--- config.mk ---
export PLATFORM = sky130hd
export DESIGN_NAME = tfl_tx_framer
export DESIGN_NICKNAME = d
export VERILOG_FILES = /design/src/rtl/tfl_pkg.sv /design/src/rtl/tfl_tx_framer.sv /design/src/rtl/tfl_crc6.sv
export VERILOG_INCLUDE_DIRS = /design/src /design/src/rtl
export SDC_FILE = /design/constraint.sdc
export NUM_CORES = 1
export LEC_CHECK = 0
export BUFFER_PORTS_ARGS = -buffer_cell sky130_fd_sc_hd__buf_4
export CAP_MARGIN = 20
export CELL_PAD_IN_SITES_DETAIL_PLACEMENT = 2
export CELL_PAD_IN_SITES_GLOBAL_PLACEMENT = 2
export CORE_UTILIZATION = 37
export DETAILED_ROUTE_END_ITERATION = 7
export PLACE_DENSITY_LB_ADDON = 0.15
export SYNTH_ARGS = -nofsm -noshare
export SYNTH_HDL_FRONTEND = slang
export SYNTH_SLANG_ARGS = --single-unit
export TNS_END_PERCENT = 1
--- constraint.sdc ---
create_clock -name clk_i -period 2.7 [get_ports clk_i]
set_input_delay 0.135 -clock clk_i [delete_from_list [all_inputs] [get_ports clk_i]]
set_output_delay 0.135 -clock clk_i [all_outputs]
set_load 0.1 [all_outputs]
--- src/rtl/tfl_regs.svh ---
// Purpose: Register offsets, field positions, reset values and frame constants of the framer.
// Assumes: Byte-wide registers on an 8-bit address port.
// Notes: Definitions only.
`ifndef TFL_REGS_SVH
`define TFL_REGS_SVH

`define TFL_ADDR_W 8
`define TFL_ADDR_CFG 8'h44
`define TFL_ADDR_ALARM 8'h45
`define TFL_ADDR_LB_CTL 8'h46
`define TFL_ADDR_LB_CODE 8'h47
`define TFL_ADDR_STATUS 8'h48

`define TFL_CFG_RESET 8'h00
`define TFL_ALARM_RESET 8'h00
`define TFL_LB_CTL_RESET 8'h00
`define TFL_LB_CODE_RESET 8'h00

`define TFL_CFG_WMASK 8'hF3
`define TFL_ALARM_WMASK 8'h20
`define TFL_LB_CTL_WMASK 8'hC3

`define TFL_CFG_CRC_BIT 6
`define TFL_CFG_YEL_BIT 5
`define TFL_CFG_ESF_BIT 4
`define TFL_CFG_GLOBAL_ZERO_SUPPRESS_SELECT_HI 1
`define TFL_CFG_GLOBAL_ZERO_SUPPRESS_SELECT_LO 0
`define TFL_ALARM_YEL_BIT 5
`define TFL_LB_EN_BIT 7
`define TFL_LB_UF_BIT 6
`define TFL_LB_CL_HI 1
`define TFL_LB_CL_LO 0

`define TFL_LAST_POS 8'hC0
`define TFL_LAST_BIT 3'h7
`define TFL_LAST_CHAN 5'h17
`define TFL_SF_LAST_FRAME 5'h0B
`define TFL_ESF_LAST_FRAME 5'h17
`define TFL_SF_FAS 12'h8DC
`define TFL_ESF_FAS 6'h0B
`define TFL_YEL_T1_FDL 16'hFF00
`define TFL_YEL_J1_FDL 16'hFFFF
`define TFL_CRC_POLY 6'h03
`define TFL_LB_MIN_LAST 3'h4

`endif

--- src/rtl/tfl_pkg.sv ---
// Purpose: Types shared by the transmit framer files.
// Assumes: Nothing beyond the register header.
// Notes: One-hot mode codes.
package tfl_pkg;

   typedef logic [7:0] tfl_byte_t;

   typedef enum logic [2:0] {
      TFL_MODE_NORMAL = 3'b001,
      TFL_MODE_FRAMED = 3'b010,
      TFL_MODE_UNFRAMED = 3'b100
   } tfl_mode_e;

endpackage : tfl_pkg

--- src/rtl/tfl_tx_framer.sv ---
// Purpose: T1/J1 transmit frame generator with inband loopback code generator.
// Assumes: One line bit per enabled clock; payload bytes supplied for chan_index_o.
// Notes: Mode, format and loopback settings take effect at the next frame bit.
//
// Notes on behaviour
// - In EXTENDED_SUPERFRAME_SELECT, frame check uses T1 variant when crc bit is 0, J1 when 1.
// - T1 yellow in SF forces the second bit of every channel to zero.
// - T1 yellow in EXTENDED_SUPERFRAME_SELECT repeats FF00 on the data link.
// - J1 yellow in SF drives the twelfth framing bit to one.
// - J1 yellow in EXTENDED_SUPERFRAME_SELECT repeats FFFF on the data link.
// - Format bit 0 builds SF frames, 1 builds EXTENDED_SUPERFRAME_SELECT; also picks yellow pattern.
// - Global and per-channel suppression selects are ORed per channel.
// - Code 01: all-zero channel gets bit 8 set, bit 7 in signaling frames.
// - Code 11 sets bit 7 of all-zero channel; 00 none; 10 reserved.
// - Manual yellow bit 1 sends the selected yellow pattern, 0 sends none.
// - Loopback code starts and stops at the first framing bit after its enable bit changes.
// - Framed loopback replaces the 192 payload bits, framing bit kept.
// - Unframed loopback replaces all 193 bits, framing bit included.
// - Length field 00/01/10/11 gives 5/6/7/8 code bits from bit 7 down.
// - Code register bit 7 is the pattern's most significant bit.
`timescale 1ns/1ps
`include "tfl_regs.svh"

module tfl_tx_framer import tfl_pkg::*; #(
   parameter int AW = `TFL_ADDR_W
) (
   input wire logic clk_i,
   input wire logic resetn_i,
   input wire logic ce_i,
   input wire logic [AW-1:0] reg_addr_i,
   input wire logic [7:0] reg_wdata_i,
   input wire logic reg_wr_i,
   input wire logic reg_rd_i,
   output logic [7:0] reg_rdata_o,
   input wire logic [7:0] payload_byte_i,
   input wire logic [1:0] channel_zero_suppress_select_i,
   input wire logic fdl_bit_i,
   output logic [4:0] chan_index_o,
   output logic fdl_take_o,
   output logic line_bit_o,
   output logic fbit_slot_o,
   output logic superframe_start_o
);

   ////////////////////////////////////////////////////////////////////////////////
   // Registers.

   tfl_byte_t frame_generator_config;
   tfl_byte_t frame_generator_alarm_transmit;
   tfl_byte_t loopback_code_gen_control;
   tfl_byte_t loopback_code_pattern;

   logic japan_crc_variant_select;
   logic japan_yellow_style_select;
   logic extended_superframe_select;
   logic [1:0] global_zero_suppress_select;
   logic manual_yellow_alarm_enable;
   logic loopback_enable;
   logic unframed_loopback_select;
   logic [1:0] loopback_code_length;

   assign japan_crc_variant_select = frame_generator_config[`TFL_CFG_CRC_BIT];
   assign japan_yellow_style_select = frame_generator_config[`TFL_CFG_YEL_BIT];
   assign extended_superframe_select = frame_generator_config[`TFL_CFG_ESF_BIT];
   assign global_zero_suppress_select =
      frame_generator_config[`TFL_CFG_GLOBAL_ZERO_SUPPRESS_SELECT_HI:`TFL_CFG_GLOBAL_ZERO_SUPPRESS_SELECT_LO];
   assign manual_yellow_alarm_enable = frame_generator_alarm_transmit[`TFL_ALARM_YEL_BIT];
   assign loopback_enable = loopback_code_gen_control[`TFL_LB_EN_BIT];
   assign unframed_loopback_select = loopback_code_gen_control[`TFL_LB_UF_BIT];
   assign loopback_code_length = loopback_code_gen_control[`TFL_LB_CL_HI:`TFL_LB_CL_LO];

   // Unused bits other than config bit 7 are masked on write so they always read zero.
   always_ff @(posedge clk_i) begin
      if (!resetn_i) begin
         frame_generator_config <= `TFL_CFG_RESET;
         frame_generator_alarm_transmit <= `TFL_ALARM_RESET;
         loopback_code_gen_control <= `TFL_LB_CTL_RESET;
         loopback_code_pattern <= `TFL_LB_CODE_RESET;
      end else if (ce_i && reg_wr_i) begin
         unique case (reg_addr_i)
            `TFL_ADDR_CFG: begin
               frame_generator_config <= reg_wdata_i & `TFL_CFG_WMASK;
            end
            `TFL_ADDR_ALARM: begin
               frame_generator_alarm_transmit <= reg_wdata_i & `TFL_ALARM_WMASK;
            end
            `TFL_ADDR_LB_CTL: begin
               loopback_code_gen_control <= reg_wdata_i & `TFL_LB_CTL_WMASK;
            end
            `TFL_ADDR_LB_CODE: begin
               loopback_code_pattern <= reg_wdata_i;
            end
            default: begin
            end
         endcase
      end
   end

   ////////////////////////////////////////////////////////////////////////////////
   // Frame position state.

   logic [7:0] bit_pos;
   logic [2:0] bit_cnt;
   logic [4:0] chan_cnt;
   logic [4:0] frame_cnt;
   tfl_mode_e mode;
   tfl_mode_e req_mode;
   tfl_byte_t chan_reg;
   logic [2:0] lb_ptr;
   logic [15:0] yel_sr;
   logic [5:0] crc_hold;
   logic [5:0] crc_now;

   logic fslot;
   logic last_frame;
   logic [4:0] frame_last;
   logic yellow;
   logic sig_frame;
   logic load_chan;
   logic code_bit;
   logic use_code;
   logic dl_slot;
   logic next_bit;
   logic crc_feed;
   logic [2:0] code_last;
   logic [2:0] quad;

   assign fslot = (bit_pos == 8'h00);
   assign yellow = manual_yellow_alarm_enable;
   assign frame_last = extended_superframe_select ? `TFL_ESF_LAST_FRAME
                                                  : `TFL_SF_LAST_FRAME;
   assign last_frame = (frame_cnt >= frame_last);
   assign quad = frame_cnt[4:2];
   // Signaling frames are 6 and 12 (SF) or every sixth frame (EXTENDED_SUPERFRAME_SELECT).
   assign sig_frame = (frame_cnt == 5'h05) || (frame_cnt == 5'h0B) ||
                      (frame_cnt == 5'h11) || (frame_cnt == 5'h17);
   assign load_chan = fslot || ((bit_cnt == `TFL_LAST_BIT) && (chan_cnt != `TFL_LAST_CHAN));
   assign code_last = `TFL_LB_MIN_LAST + {1'b0, loopback_code_length};
   assign code_bit = loopback_code_pattern[3'h7 - lb_ptr];

   always_comb begin
      if (!loopback_enable) begin
         req_mode = TFL_MODE_NORMAL;
      end else if (unframed_loopback_select) begin
         req_mode = TFL_MODE_UNFRAMED;
      end else begin
         req_mode = TFL_MODE_FRAMED;
      end
   end

   ////////////////////////////////////////////////////////////////////////////////
   // Channel shaping: zero code suppression and the SF yellow bit.

   function automatic tfl_byte_t tfl_shape(input tfl_byte_t b, input logic [1:0] channel_zero_suppress_select,
                                           input logic sig, input logic yel_sf);
      tfl_byte_t r;
      r = b;
      if (b == 8'h00) begin
         unique case (channel_zero_suppress_select)
            2'b01: begin
               if (sig) begin
                  r[1] = 1'b1;
               end else begin
                  r[0] = 1'b1;
               end
            end
            2'b11: begin
               r[1] = 1'b1;
            end
            default: begin
               r = b;
            end
         endcase
      end
      if (yel_sf) begin
         r[6] = 1'b0;
      end
      return r;
   endfunction : tfl_shape

   ////////////////////////////////////////////////////////////////////////////////
   // Next line bit.

   always_comb begin
      use_code = 1'b0;
      dl_slot = 1'b0;
      next_bit = 1'b0;
      crc_feed = 1'b0;
      if (fslot) begin
         if (req_mode == TFL_MODE_UNFRAMED) begin
            use_code = 1'b1;
            next_bit = code_bit;
         end else if (extended_superframe_select) begin
            unique case (frame_cnt[1:0])
               2'b11: begin
                  next_bit = 1'(`TFL_ESF_FAS >> (3'h5 - quad));
               end
               2'b01: begin
                  next_bit = crc_hold[3'h5 - quad];
               end
               default: begin
                  dl_slot = 1'b1;
                  if (yellow && japan_yellow_style_select) begin
                     next_bit = 1'b1;
                  end else if (yellow) begin
                     next_bit = yel_sr[15];
                  end else begin
                     next_bit = fdl_bit_i;
                  end
               end
            endcase
         end else if (yellow && japan_yellow_style_select
                      && (frame_cnt == `TFL_SF_LAST_FRAME)) begin
            next_bit = 1'b1;
         end else begin
            next_bit = 1'(`TFL_SF_FAS >> (5'h0B - frame_cnt));
         end
         // The T1 check sees every framing bit as one; the J1 check sees it as sent.
         crc_feed = japan_crc_variant_select ? next_bit : 1'b1;
      end else if (mode != TFL_MODE_NORMAL) begin
         use_code = 1'b1;
         next_bit = code_bit;
         crc_feed = next_bit;
      end else begin
         next_bit = chan_reg[3'h7 - bit_cnt];
         crc_feed = next_bit;
      end
   end

   ////////////////////////////////////////////////////////////////////////////////
   // Position counters and mode.

   always_ff @(posedge clk_i) begin
      if (!resetn_i) begin
         bit_pos <= 8'h00;
         bit_cnt <= 3'h0;
         chan_cnt <= 5'h00;
      end else if (ce_i) begin
         if (bit_pos == `TFL_LAST_POS) begin
            bit_pos <= 8'h00;
         end else begin
            bit_pos <= bit_pos + 8'h01;
         end
         if (fslot) begin
            bit_cnt <= 3'h0;
            chan_cnt <= 5'h00;
         end else begin
            bit_cnt <= bit_cnt + 3'h1;
            if (bit_cnt == `TFL_LAST_BIT) begin
               chan_cnt <= chan_cnt + 5'h01;
            end
         end
      end
   end

   // Format changes land on a frame boundary; a shorter superframe wraps at once.
   always_ff @(posedge clk_i) begin
      if (!resetn_i) begin
         frame_cnt <= 5'h00;
      end else if (ce_i && (bit_pos == `TFL_LAST_POS)) begin
         frame_cnt <= last_frame ? 5'h00 : frame_cnt + 5'h01;
      end
   end

   always_ff @(posedge clk_i) begin
      if (!resetn_i) begin
         mode <= TFL_MODE_NORMAL;
      end else if (ce_i && fslot) begin
         mode <= req_mode;
      end
   end

   ////////////////////////////////////////////////////////////////////////////////
   // Channel byte load.

   always_ff @(posedge clk_i) begin
      if (!resetn_i) begin
         chan_reg <= 8'h00;
         chan_index_o <= 5'h00;
      end else if (ce_i && load_chan) begin
         chan_reg <= tfl_shape(payload_byte_i,
                               global_zero_suppress_select | channel_zero_suppress_select_i,
                               sig_frame,
                               yellow && !japan_yellow_style_select
                               && !extended_superframe_select);
         if (fslot) begin
            chan_index_o <= 5'h01;
         end else if (chan_cnt == 5'h16) begin
            chan_index_o <= 5'h00;
         end else begin
            chan_index_o <= chan_cnt + 5'h02;
         end
      end
   end

   ////////////////////////////////////////////////////////////////////////////////
   // Loopback code pointer and yellow data link pattern.

   // The pointer runs on across frames so the pattern has no seams.
   always_ff @(posedge clk_i) begin
      if (!resetn_i) begin
         lb_ptr <= 3'h0;
      end else if (ce_i) begin
         if (!loopback_enable) begin
            lb_ptr <= 3'h0;
         end else if (use_code) begin
            lb_ptr <= (lb_ptr >= code_last) ? 3'h0 : lb_ptr + 3'h1;
         end
      end
   end

   always_ff @(posedge clk_i) begin
      if (!resetn_i) begin
         yel_sr <= `TFL_YEL_T1_FDL;
      end else if (ce_i) begin
         if (!yellow) begin
            yel_sr <= `TFL_YEL_T1_FDL;
         end else if (dl_slot) begin
            yel_sr <= {yel_sr[14:0], yel_sr[15]};
         end
      end
   end

   ////////////////////////////////////////////////////////////////////////////////
   // Frame check over each extended superframe.

   tfl_crc6 #(
      .WIDTH(6),
      .POLY(`TFL_CRC_POLY)
   ) u_crc (
      .clk_i(clk_i),
      .resetn_i(resetn_i),
      .ce_i(ce_i),
      .start_i(fslot && (frame_cnt == 5'h00)),
      .bit_valid_i(1'b1),
      .bit_i(crc_feed),
      .crc_o(crc_now)
   );

   always_ff @(posedge clk_i) begin
      if (!resetn_i) begin
         crc_hold <= 6'h00;
      end else if (ce_i && fslot && (frame_cnt == 5'h00)) begin
         crc_hold <= crc_now;
      end
   end

   ////////////////////////////////////////////////////////////////////////////////
   // Line outputs.

   always_ff @(posedge clk_i) begin
      if (!resetn_i) begin
         line_bit_o <= 1'b0;
         fbit_slot_o <= 1'b0;
         superframe_start_o <= 1'b0;
         fdl_take_o <= 1'b0;
      end else if (ce_i) begin
         line_bit_o <= next_bit;
         fbit_slot_o <= fslot;
         superframe_start_o <= fslot && (frame_cnt == 5'h00);
         fdl_take_o <= dl_slot && !yellow;
      end else begin
         fdl_take_o <= 1'b0;
      end
   end

   ////////////////////////////////////////////////////////////////////////////////
   // Register read port.

   // Read data stand for one cycle only; an unmapped address reads zero.
   always_ff @(posedge clk_i) begin
      if (!resetn_i) begin
         reg_rdata_o <= 8'h00;
      end else if (ce_i && reg_rd_i) begin
         unique case (reg_addr_i)
            `TFL_ADDR_CFG: reg_rdata_o <= frame_generator_config;
            `TFL_ADDR_ALARM: reg_rdata_o <= frame_generator_alarm_transmit;
            `TFL_ADDR_LB_CTL: reg_rdata_o <= loopback_code_gen_control;
            `TFL_ADDR_LB_CODE: reg_rdata_o <= loopback_code_pattern;
            `TFL_ADDR_STATUS: reg_rdata_o <= {mode != TFL_MODE_NORMAL, yellow, 1'b0, frame_cnt};
            default: reg_rdata_o <= 8'h00;
         endcase
      end else begin
         reg_rdata_o <= 8'h00;
      end
   end

endmodule : tfl_tx_framer

--- src/rtl/tfl_crc6.sv ---
// Purpose: Serial frame check remainder over one extended superframe.
// Assumes: One bit per enabled clock while bit_valid_i is high.
// Notes: start_i restarts the remainder with the current bit as first bit.
`timescale 1ns/1ps
`include "tfl_regs.svh"

module tfl_crc6 import tfl_pkg::*; #(
   parameter int WIDTH = 6,
   parameter logic [WIDTH-1:0] POLY = `TFL_CRC_POLY
) (
   input wire logic clk_i,
   input wire logic resetn_i,
   input wire logic ce_i,
   input wire logic start_i,
   input wire logic bit_valid_i,
   input wire logic bit_i,
   output logic [WIDTH-1:0] crc_o
);

   logic [WIDTH-1:0] base;
   logic fb;
   logic [WIDTH-1:0] next_crc;

   always_comb begin
      base = start_i ? '0 : crc_o;
      fb = bit_i ^ base[WIDTH-1];
      next_crc = {base[WIDTH-2:0], 1'b0} ^ (fb ? POLY : '0);
   end

   always_ff @(posedge clk_i) begin
      if (!resetn_i) begin
         crc_o <= '0;
      end else if (ce_i && bit_valid_i) begin
         crc_o <= next_crc;
      end
   end

endmodule : tfl_crc6

==> impl_metrics.py, run 1 <==
metrics = {
    "logic_synthesis": {
        "syn-mean-instance-area_um2": 8.99,
        "ys_seq_area_share_pct": 39.9,
        "syn-num-nets": 606,
        "synth_enable_flop_cells": 0,
        "yosys_warnings": 0,
        "count_of_state_elements_after_synthesis": 99,
        "synth_async_sr_flop_share_pct": 0,
        "synthesis.area_um2": 4960,
        "synthesis.instances": 552,
        "synth_flop_cell": "dfxtp_1",
        "ys_types": 53,
    },
    "cells_and_area": {
        "fillCellCount": 1433,
        "layout-drive-gt1-share_pct": 14.8,
        "multi_input_area_um2": 2780,
        "layout_commonest_cell": "dfxtp_1",
        "largest_register_ffs": 16,
        "areaGrowthSynthToFinish_pct": 16.1,
        "area.sequential_um2": 1980,
        "final_cell_mix": "99 x dfxtp_1, 55 x nand2_1, 55 x buf_4, 50 x nor2_1, 36 x nor2b_1",
        "antenna_cells_inserted": 0,
        "fin_nets": 644,
        "max_flop_register": "yel_sr",
        "post_layout_nonfiller_instances": 767,
    },
    "sta": {
        "final.min_clock_period_ns": 2.46,
        "highest_clock_rate_ghz": 0.407,
        "slew-limit-headroom_pct": 58.1,
        "setup_tns_ns": 0,
        "final.period_utilization_pct": 91.0,
        "timing.final.hold_violations": 0,
        "rsz0062_at_grt": "false",
        "worst_clock_skew_ns": 0.00806,
        "number_of_max_slew_violations_in_the_final_report": 0,
        "total_of_endpoints_with_negative_setup_slack_in_the_final_report": 0,
        "tightestPinTransition_ns": 0.626,
    },
    "floorplan": {
        "dieArea_um2": 13900,
        "ios": 49,
        "core_area_um2": 12800,
        "initial_core_util_pct": 38.7,
        "die_w_um": 118,
        "row_count": 41,
        "floorplan.die.height_um": 118,
    },
    "drt": {
        "remaining_drc_errors": 0,
        "initialDrtViolationCount": 161,
        "drt.antenna.violating_nets": 0,
        "detail_route.vias_per_cell": 5.38,
        "wl_mm": 14.4,
        "detail_route.first_pass.iterations": 4,
        "detailroute.via_count": 4129,
        "average_routed_wire_per_standard_cell_um": 18.8,
    },
    "grt": {
        "track_usage_pct": 21.9,
        "grt_first_pass_wirelength_mm": 23.8,
        "antenna_found_initial": 0,
        "overflow": 0,
        "grt_max_degree": 46,
        "via_count_of_the_first_global_routing_pass": 4548,
    },
    "clock_network": {
        "post_cts_resize_count": 0,
        "path_clk_slew_ns": 0.07,
        "cts.hold.buffers_added": 0,
        "numCtsBuffers": 9,
        "cts.sink_count": 99,
        "root_buffer_cell": "clkbuf_16",
        "h-tree-depth": 3,
        "post-cts-setup-buffer-count": 0,
        "cts_tree": "done",
        "cts_buffer_depth": 2,
        "clock_latency_reported_for_the_late_side_of_the_worst_skew_pair_ns": 0.35,
    },
    "job": {
        "max-cap-violations": 0,
    },
    "setup_path": {
        "worstPathRequired_ns": 2.94,
        "max_stage_delay_ns": 0.57,
        "path_class": "reg -> reg",
        "cell_family_contributing_the_most_delay_on_the_critical_path": "compound AO/OA/AOI/OAI gates",
        "rrSetupSlack_ns": 0.24,
        "start_kind": "register",
        "crit_buf_inv": 1,
        "worstPathCellList": "inv_1 > ha_1 > nor2_1 > a21oi_1 > o21ai_0 > nand4_1 > a31oi_2 > mux2i_1 > a211o_1",
        "critPathSlowestCell": "dfxtp_1",
        "worst_r2r_path_depth": 9,
        "reg2reg_from": "frame_cnt[2]$_SDFFE_PN0P_",
        "timing.critical_path.arrival_ns": 2.70,
        "critPathMaxFanout": 9,
        "critical_path.reg2reg.endpoint": "u_crc.crc_o[0]$_SDFFE_PN0P_",
        "crit_path_start": "frame_cnt[2]$_SDFFE_PN0P_",
        "critPathCaptureType": "register",
    },
    "placement": {
        "hpwl_mm": 10.7,
        "numPortBuffers": 48,
        "routabilityCongestion": 0.785,
        "place_inst": 751,
    },
    "hold_path": {
        "timing.hold.worst_path_depth": 3,
        "worst_hold_startpoint": "reg_wdata_i[2]",
        "holdPathEnd": "loopback_code_pattern[2]$_SDFFE_PN0P_",
        "holdCritPathClass": "in -> reg",
    },
    "pwr": {
        "power_leakage_nw": 2.17,
        "max-vdd-ir-drop_mv": 0.385,
        "power_per_cell_area_nw_per_um2": 547,
    },
    "run_status": {
        "status": "complete, no violations",
    },
}
-- power breakdown --
group | total [W] | switching (W) | internal, W
combinational | 0.000332 | 0.000214 | 0.000118
clock | 0.00130 | 0.000560 | 0.000745
sequential | 0.00152 | 0.0000249 | 0.00149
total | 0.00315 | 0.000798 | 0.00235
-- final cells by class --
class	instances	share of cell area [%]
multi-input cells	409	48.3
flip-flops and latches	99	34.4
repair buffers	56	7.51
clock buffers	12	4.28
well taps	172	3.74
inverters	15	0.977
clock inverters	4	0.847
-- worst max path at each step --
stage / to / slack, ns / depth (start not counted)
detailed placement: u_crc.crc_o[0]$_SDFFE_PN0P_ / 0.28 / 9
global route: u_crc.crc_o[0]$_SDFFE_PN0P_ / 0.06 / 9
floorplan: u_crc.crc_o[0]$_SDFFE_PN0P_ / 0.49 / 10
CTS: u_crc.crc_o[0]$_SDFFE_PN0P_ / 0.27 / 9
finish: u_crc.crc_o[0]$_SDFFE_PN0P_ / 0.24 / 9
global placement: u_crc.crc_o[0]$_SDFFE_PN0P_ / 0.35 / 9
-- kinds of logic after synthesis --
group	share of synthesized area, %
and+or+nand+nor	25.1
DFF	39.9
muxes	9.81
xor gates and xnor gates	3.00
adders and majority gates	5.55
AOI/OAI and AO/OA	12.6
buffers and inverters	4.03
-- through the flow --
stage	worst slack, ns	cell area [µm²]	utilization (%)	power [W]	hold WS [ns]
global placement	0.349	5470	42.6	0.00187	0.391
finish	0.244	5760	44.9	0.00315	0.0460
detailed placement	0.279	5470	42.6	0.00188	0.420
CTS	0.266	5760	44.9	0.00319	0.0390
floorplan	0.491	4960	-	0.00176	0.282
global route	0.0650	5760	44.9	0.00328	0.0562
-- cell usage after synthesis, drive strengths merged, types with 7 or more instances --
master  count  share of area, %
buf         7               1.2
a21oi      10               1.0
nor2b      36               4.5
dfxtp      99                40
ha         22               5.5
nor2       50               3.8
inv        15               1.1
clkbuf     22               1.7
xnor2       8               1.4
nand3      28               2.8
mux2i      34               6.9
and2       10               1.3
o211ai      7               1.1
nand2      55               4.2
nor3b      13               2.2
a21boi     23               3.5
xor2        9               1.6
nor3        8              0.81
nand4       8               1.0
o21ai      25               2.5
nand2b      9               1.1
-- per-layer routing --
layer,part of all wire [%],track usage [%],vias to the layer above
li1,-,-,2000
met1,44,25.6,2070
met2,52,39.4,40
met3,2.4,5.23,19
met4,1.3,5.93,0
met5,0,0,-
-- worst min-delay path, cell delays in order --
cell and delay [ns]:
buf_4 0.08, mux2i_1 0.06, nor2b_1 0.10
No activity file was read; power rests on OpenSTA's default activity.
==> run 2: changes to the inputs <==
ABC_AREA = 1   (was not set)
CELL_PAD_IN_SITES_DETAIL_PLACEMENT = 1   (was 2)
CELL_PAD_IN_SITES_GLOBAL_PLACEMENT = 1   (was 2)
CORE_UTILIZATION = 40   (was 37)
==> impl_metrics.py, run 2 <==
metrics = {
    "logic_synthesis": {
        "synth_fa_ha_area_share_pct": 5.56,
        "ys_types": 49,
        "synth_enable_flop_cells": 0,
        "synthesis.instances": 658,
        "synth.top_cells.by_area": "dfxtp_1 40%, nand2_1 8.5%, a21oi_1 7.6%",
        "syn-mean-instance-area_um2": 7.52,
        "complex_gate_fraction_of_the_synthesized_area_pct": 18.1,
        "main_combinational_cell_family_by_area_after_synthesis": "simple AND/OR/NAND/NOR gates",
        "synth_flop_cell": "dfxtp_1",
        "synth_largest_type_area_fraction_pct": 40.0,
        "synth_async_sr_flop_share_pct": 0,
        "yosys_warnings": 0,
        "muxShareOfSynthArea_pct": 0,
        "post_synth_most_frequent_cells": "112 x nand2_1, 99 x dfxtp_1, 79 x inv_1, 75 x a21oi_1, 47 x nand3_1",
        "syn-num-nets": 712,
        "post_synth_xor_area_fraction_pct": 1.06,
        "ys_seq_area_share_pct": 40.0,
        "synth_top_area_cell": "dfxtp_1",
        "count_of_state_elements_after_synthesis": 99,
        "synthesis.area_um2": 4950,
        "synth-simple-area-share_pct": 25.1,
        "synth.most_common_cell": "nand2_1",
    },
    "grt": {
        "via_count_of_the_first_global_routing_pass": 4683,
        "overflow": 0,
        "grt_first_pass_wirelength_mm": 23.2,
        "antenna_found_initial": 0,
        "track_usage_pct": 23.0,
        "grt_max_degree": 25,
    },
    "cells_and_area": {
        "areaGrowthSynthToFinish_pct": 14.9,
        "layout_commonest_cell": "nand2_1",
        "max_flop_register": "yel_sr",
        "layout-drive-gt1-share_pct": 15.9,
        "finish.instance_area_um2": 5690,
        "largest_register_ffs": 16,
        "final_cell_mix": "112 x nand2_1, 99 x dfxtp_1, 79 x inv_1, 75 x a21oi_1, 52 x buf_4",
        "fin_nets": 754,
        "antenna_cells_inserted": 0,
        "fillCellCount": 1539,
    },
    "sta": {
        "setup_tns_ns": 0,
        "number_of_max_slew_violations_in_the_final_report": 0,
        "final.min_clock_period_ns": 2.21,
        "timing.final.hold_violations": 0,
        "total_of_endpoints_with_negative_setup_slack_in_the_final_report": 0,
        "final.period_utilization_pct": 81.9,
        "rsz0062_at_grt": "false",
        "tightestPinTransition_ns": 0.527,
        "slew-limit-headroom_pct": 64.5,
        "worst_clock_skew_ns": 0.00540,
        "highest_clock_rate_ghz": 0.452,
    },
    "hold_path": {
        "holdCritPathClass": "in -> reg",
        "worst_hold_startpoint": "payload_byte_i[7]",
    },
    "drt": {
        "initialDrtViolationCount": 148,
        "met1_routed_length_mm": 6.46,
        "routed-wl-met3_um": 373,
        "wl_mm": 13.7,
        "drt.antenna.violating_nets": 0,
        "detailroute.via_count": 4539,
        "detail_route.first_pass.iterations": 4,
        "average_routed_wire_per_standard_cell_um": 15.7,
        "top_layer": "met4",
        "remaining_drc_errors": 0,
        "met2WireLength_mm": 6.60,
        "detail_route.vias_per_cell": 5.21,
    },
    "setup_path": {
        "critPathCaptureType": "register",
        "critPathSlowestCell": "dfxtp_1",
        "worst_path_most_repeated_cell": "nand2_1",
        "timing.critical_path.arrival_ns": 2.47,
        "worstPathRequired_ns": 2.95,
        "max_stage_delay_ns": 0.62,
        "start_kind": "register",
        "reg2reg_from": "frame_cnt[2]$_SDFFE_PN0P_",
        "worstPathCellList": "inv_4 > ha_1 > nand3b_1 > nand2_1 > nand2_1 > nand2_1 > nand2_1 > nand2_1 > nand2_2 > nand3_2 > nand2_2 > nand2_2 > nand2_1 > nand3_1 > nand3_1 > nand2_1 > inv_1",
        "path_class": "reg -> reg",
        "crit_path_start": "frame_cnt[2]$_SDFFE_PN0P_",
        "critPathMaxFanout": 11,
    },
    "placement": {
        "numPortBuffers": 48,
        "total_cell_area_at_the_placement_stage_um2": 5410,
        "routabilityCongestion": 0.828,
        "hpwl_mm": 10.3,
    },
    "clock_network": {
        "numCtsBuffers": 9,
        "cts.sink_count": 99,
        "cts_buffer_depth": 2,
        "root_buffer_cell": "clkbuf_16",
        "path_clk_slew_ns": 0.07,
        "post-cts-setup-buffer-count": 0,
        "post_cts_resize_count": 0,
        "cts.hold.buffers_added": 0,
        "h-tree-depth": 3,
        "cts_tree": "done",
        "clock_latency_reported_for_the_late_side_of_the_worst_skew_pair_ns": 0.35,
    },
    "job": {
        "max-cap-violations": 0,
    },
    "floorplan": {
        "row_count": 40,
        "die_w_um": 113,
        "core_area_um2": 12100,
        "initial_core_util_pct": 41.0,
        "ios": 49,
        "floorplan.die.height_um": 113,
        "dieArea_um2": 12800,
    },
    "run_status": {
        "status": "complete, no violations",
    },
    "pwr": {
        "power_per_cell_area_nw_per_um2": 562,
        "max-vdd-ir-drop_mv": 0.271,
        "power_leakage_nw": 2.32,
    },
}
-- run 2: changes by cell type in the layout (fill, tap and decap cells not counted), sizes merged, moves of 10 or more --
cell	change
mux2i	-34
nor2b	-36
a21boi	-23
inv	+76
o22ai	+10
nand3	+24
nand2	+71
o21ai	+32
and2	-10
a21oi	+68
-- run 2: worst max-delay path, delay by kind of cell (launching register included) --
kind / cells / cell delay [ns]
and+or+nand+nor: 14 / 1.04
DFF: 1 / 0.62
adders and majority gates: 1 / 0.32
buffers and inverters: 2 / 0.15
-- run 2: metrics by stage --
stage | util (%) | instances | total power [W] | setup WS, ns | hold WS (ns)
finish | 47.2 | 872 | 0.00320 | 0.489 | 0.0326
global placement | 44.9 | 857 | 0.00194 | 0.642 | 0.380
global route | 47.2 | 872 | 0.00332 | 0.257 | 0.0336
detailed placement | 44.9 | 857 | 0.00196 | 0.514 | 0.395
CTS | 47.2 | 872 | 0.00322 | 0.497 | 0.0206
floorplan | - | 658 | 0.00184 | 0.852 | 0.263
-- run 2: layout make-up --
cell class / instances / area [µm²] / area share, %
Clock inverter: 3 / 40.0 / 0.704
Sequential cell: 99 / 1980 / 34.8
Timing Repair Buffer: 52 / 390 / 6.86
Inverter: 94 / 365 / 6.42
Multi-Input combinational cell: 444 / 2460 / 43.3
Tap cell: 168 / 210 / 3.69
Clock buffer: 12 / 236 / 4.16
-- run 2: logic make-up after synthesis --
group,Yosys count
AND/OR/NAND/NOR,254
AO/OA/AOI/OAI,162
buffers and inverters,115
flip-flops,99
adder cells (fa/ha/maj),22
XOR/XNOR,6
-- run 2: final timing paths --
path | to | slack [ns] | cells past startpoint
setup / recovery | u_crc.crc_o[1]$_SDFFE_PN0P_ | 0.49 | 17
hold / removal | chan_reg[7]$_SDFFE_PN0P_ | 0.03 | 3
setup reg to reg | u_crc.crc_o[1]$_SDFFE_PN0P_ | 0.49 | 17
hold reg to reg | yel_sr[8]$_SDFFE_PN1P_ | 0.46 | 2
-- run 2: routing by layer --
layer,track usage (%),vias up
li1,-,2271
met1,29.2,2188
met2,39.2,62
met3,3.00,18
met4,9.91,0
met5,0,-
-- run 2: where the power goes --
group | internal [W] | switching (W)
Sequential | 0.00151 | 0.0000311
Combinational | 0.000116 | 0.000269
Clock | 0.000712 | 0.000562
==> run 3: changes to the inputs <==
clock period = 2.25 ns   (was 2.7 ns; I/O delays follow)
==> impl_metrics.py, run 3 (synthesis gave the netlist of run 2 again) <==
metrics = {
    "pwr": {
        "combinationalPowerShare_pct": 12.1,
        "switchingPower_w": 0.000999,
        "p_clk_share_pct": 39.8,
        "power_leakage_nw": 2.34,
        "power_per_cell_area_nw_per_um2": 667,
        "cell_internal_pwr_w": 0.00283,
        "sw_frac_of_total_pct": 26.1,
        "max-vdd-ir-drop_mv": 0.359,
        "power_frac_seq_pct": 48.2,
    },
    "clock_network": {
        "post_cts_resize_count": 0,
        "cts.hold.buffers_added": 0,
        "cts.sink_count": 99,
        "cts_tree": "done",
        "path_clk_slew_ns": 0.06,
        "cts_buffer_depth": 2,
        "root_buffer_cell": "clkbuf_16",
        "h-tree-depth": 3,
        "numCtsBuffers": 9,
        "post-cts-setup-buffer-count": 0,
        "clock_latency_reported_for_the_late_side_of_the_worst_skew_pair_ns": 0.35,
    },
    "setup_path": {
        "cell_family_contributing_the_most_delay_on_the_critical_path": "simple AND/OR/NAND/NOR gates",
        "max_stage_delay_ns": 0.40,
        "critPathMaxFanout": 17,
        "timing.critical_path.arrival_ns": 2.19,
        "worstPathRequired_ns": 2.52,
        "critPathSlowestCell": "dfxtp_1",
        "critPathCaptureType": "register",
        "start_kind": "register",
        "worstPathCellList": "inv_1 > ha_1 > nor2_1 > nand4_4 > nand2_2 > nand2_4 > inv_6 > nand3_1 > a21oi_1",
        "crit_buf_inv": 2,
        "path_class": "reg -> reg",
    },
    "cells_and_area": {
        "areaGrowthSynthToFinish_pct": 16.0,
        "largest_register_ffs": 16,
        "final_cell_mix": "112 x nand2_1, 99 x dfxtp_1, 79 x inv_1, 75 x a21oi_1, 55 x buf_4",
        "layout-drive-gt1-share_pct": 16.4,
        "max_flop_register": "yel_sr",
        "finish.instance_area_um2": 5740,
        "layout_commonest_cell": "nand2_1",
        "antenna_cells_inserted": 0,
        "fin_nets": 758,
    },
    "sta": {
        "final.period_utilization_pct": 85.6,
        "timing.final.hold_violations": 0,
        "rsz0062_at_grt": "false",
        "total_of_endpoints_with_negative_setup_slack_in_the_final_report": 0,
        "number_of_max_slew_violations_in_the_final_report": 0,
        "worst_clock_skew_ns": 0.00983,
        "final.min_clock_period_ns": 1.92,
        "tightestPinTransition_ns": 0.583,
        "slew-limit-headroom_pct": 60.9,
        "highest_clock_rate_ghz": 0.520,
        "setup_tns_ns": 0,
        "whs_ns": 0.0174,
    },
    "placement": {
        "numPortBuffers": 48,
        "total_cell_area_at_the_placement_stage_um2": 5460,
        "hpwl_mm": 10.3,
        "routabilityCongestion": 0.825,
    },
    "floorplan": {
        "initial_core_util_pct": 41.0,
        "ios": 49,
        "row_count": 40,
        "die_w_um": 113,
        "dieArea_um2": 12800,
        "core_area_um2": 12100,
        "floorplan.die.height_um": 113,
    },
    "grt": {
        "track_usage_pct": 22.7,
        "via_count_of_the_first_global_routing_pass": 4609,
        "grt_max_degree": 43,
        "grt_first_pass_wirelength_mm": 22.7,
        "antenna_found_initial": 0,
        "overflow": 0,
    },
    "drt": {
        "detailroute.via_count": 4497,
        "drt.antenna.violating_nets": 0,
        "detail_route.vias_per_cell": 5.14,
        "wl_mm": 13.7,
        "remaining_drc_errors": 0,
        "average_routed_wire_per_standard_cell_um": 15.7,
        "initialDrtViolationCount": 190,
        "detail_route.first_pass.iterations": 4,
    },
    "job": {
        "max-cap-violations": 0,
    },
    "run_status": {
        "status": "complete, no violations",
    },
    "hold_path": {
        "holdCritPathClass": "in -> reg",
    },
}
run 3: changes by cell type in the layout (fill, tap and decap cells not counted):
| cell | previous run | this run |
|---|---|---|
| buf_12 | 0 | 1 |
| clkbuf_8 | 0 | 1 |
| buf_4 | 52 | 55 |
| clkinvlp_4 | 0 | 1 |
| clkinv_2 | 2 | 0 |
| clkbuf_1 | 3 | 2 |
run 3: worst paths after layout:
| check | startpoint | to | slack (ns) | cells after the start |
|---|---|---|---|---|
| worst max-delay path | frame_cnt[1]$_SDFFE_PN0P_ | yel_sr[4]$_SDFFE_PN0P_ | 0.33 | 9 |
| worst min-delay path | payload_byte_i[7] | chan_reg[7]$_SDFFE_PN0P_ | 0.02 | 3 |
| worst max register to register | frame_cnt[1]$_SDFFE_PN0P_ | yel_sr[4]$_SDFFE_PN0P_ | 0.33 | 9 |
| worst min register to register | yel_sr[14]$_SDFFE_PN1P_ | yel_sr[14]$_SDFFE_PN1P_ | 0.46 | 2 |
run 3: power groups by stage:
stage	combinational, W	sequential [W]	clock (W)
after CTS	0.000468	0.00184	0.00155
after global routing	0.000511	0.00185	0.00161
final	0.000462	0.00184	0.00152
after detailed placement	0.000465	0.00188	0
after floorplan	0.000249	0.00196	0
after global placement	0.000450	0.00188	0
run 3: cell type report:
type / count / area [µm²]
Clock buffer: 12 / 246
Clock inverter: 2 / 37.5
Fill cell: 1504 / 6320
Timing Repair Buffer: 56 / 433
Tap cell: 168 / 210
Multi-Input combinational cell: 444 / 2460
Sequential cell: 99 / 1980
Inverter: 94 / 365
run 3: worst reg2reg max path, delay by kind of cell (launching register included):
kind	cells	cell delay (ns)
AO/OA/AOI/OAI	1	0.15
AND/OR/NAND/NOR	5	0.73
buffers and inverters	2	0.29
adder cells (fa/ha/maj)	1	0.27
flip-flops	1	0.40
run 3: routing by layer:
metal  wire length (µm)  up-vias  GRT usage (%)
met4                198        0           7.72
met3                339       12           2.95
met5                  0        -              0
met1               6480     2146           28.7
li1                   -     2276              -
met2               6710       63           39.7
run 3: stage by stage:
| stage | utilization, % | total power, W | worst slack, ns | std cells |
|---|---|---|---|---|
| after floorplan | - | 0.00221 | 0.402 | 658 |
| after global placement | 45.2 | 0.00233 | 0.402 | 861 |
| after detailed placement | 45.2 | 0.00235 | 0.282 | 861 |
| after CTS | 47.6 | 0.00387 | 0.266 | 875 |
| after global routing | 47.6 | 0.00397 | 0.127 | 875 |
| final | 47.6 | 0.00383 | 0.325 | 875 |
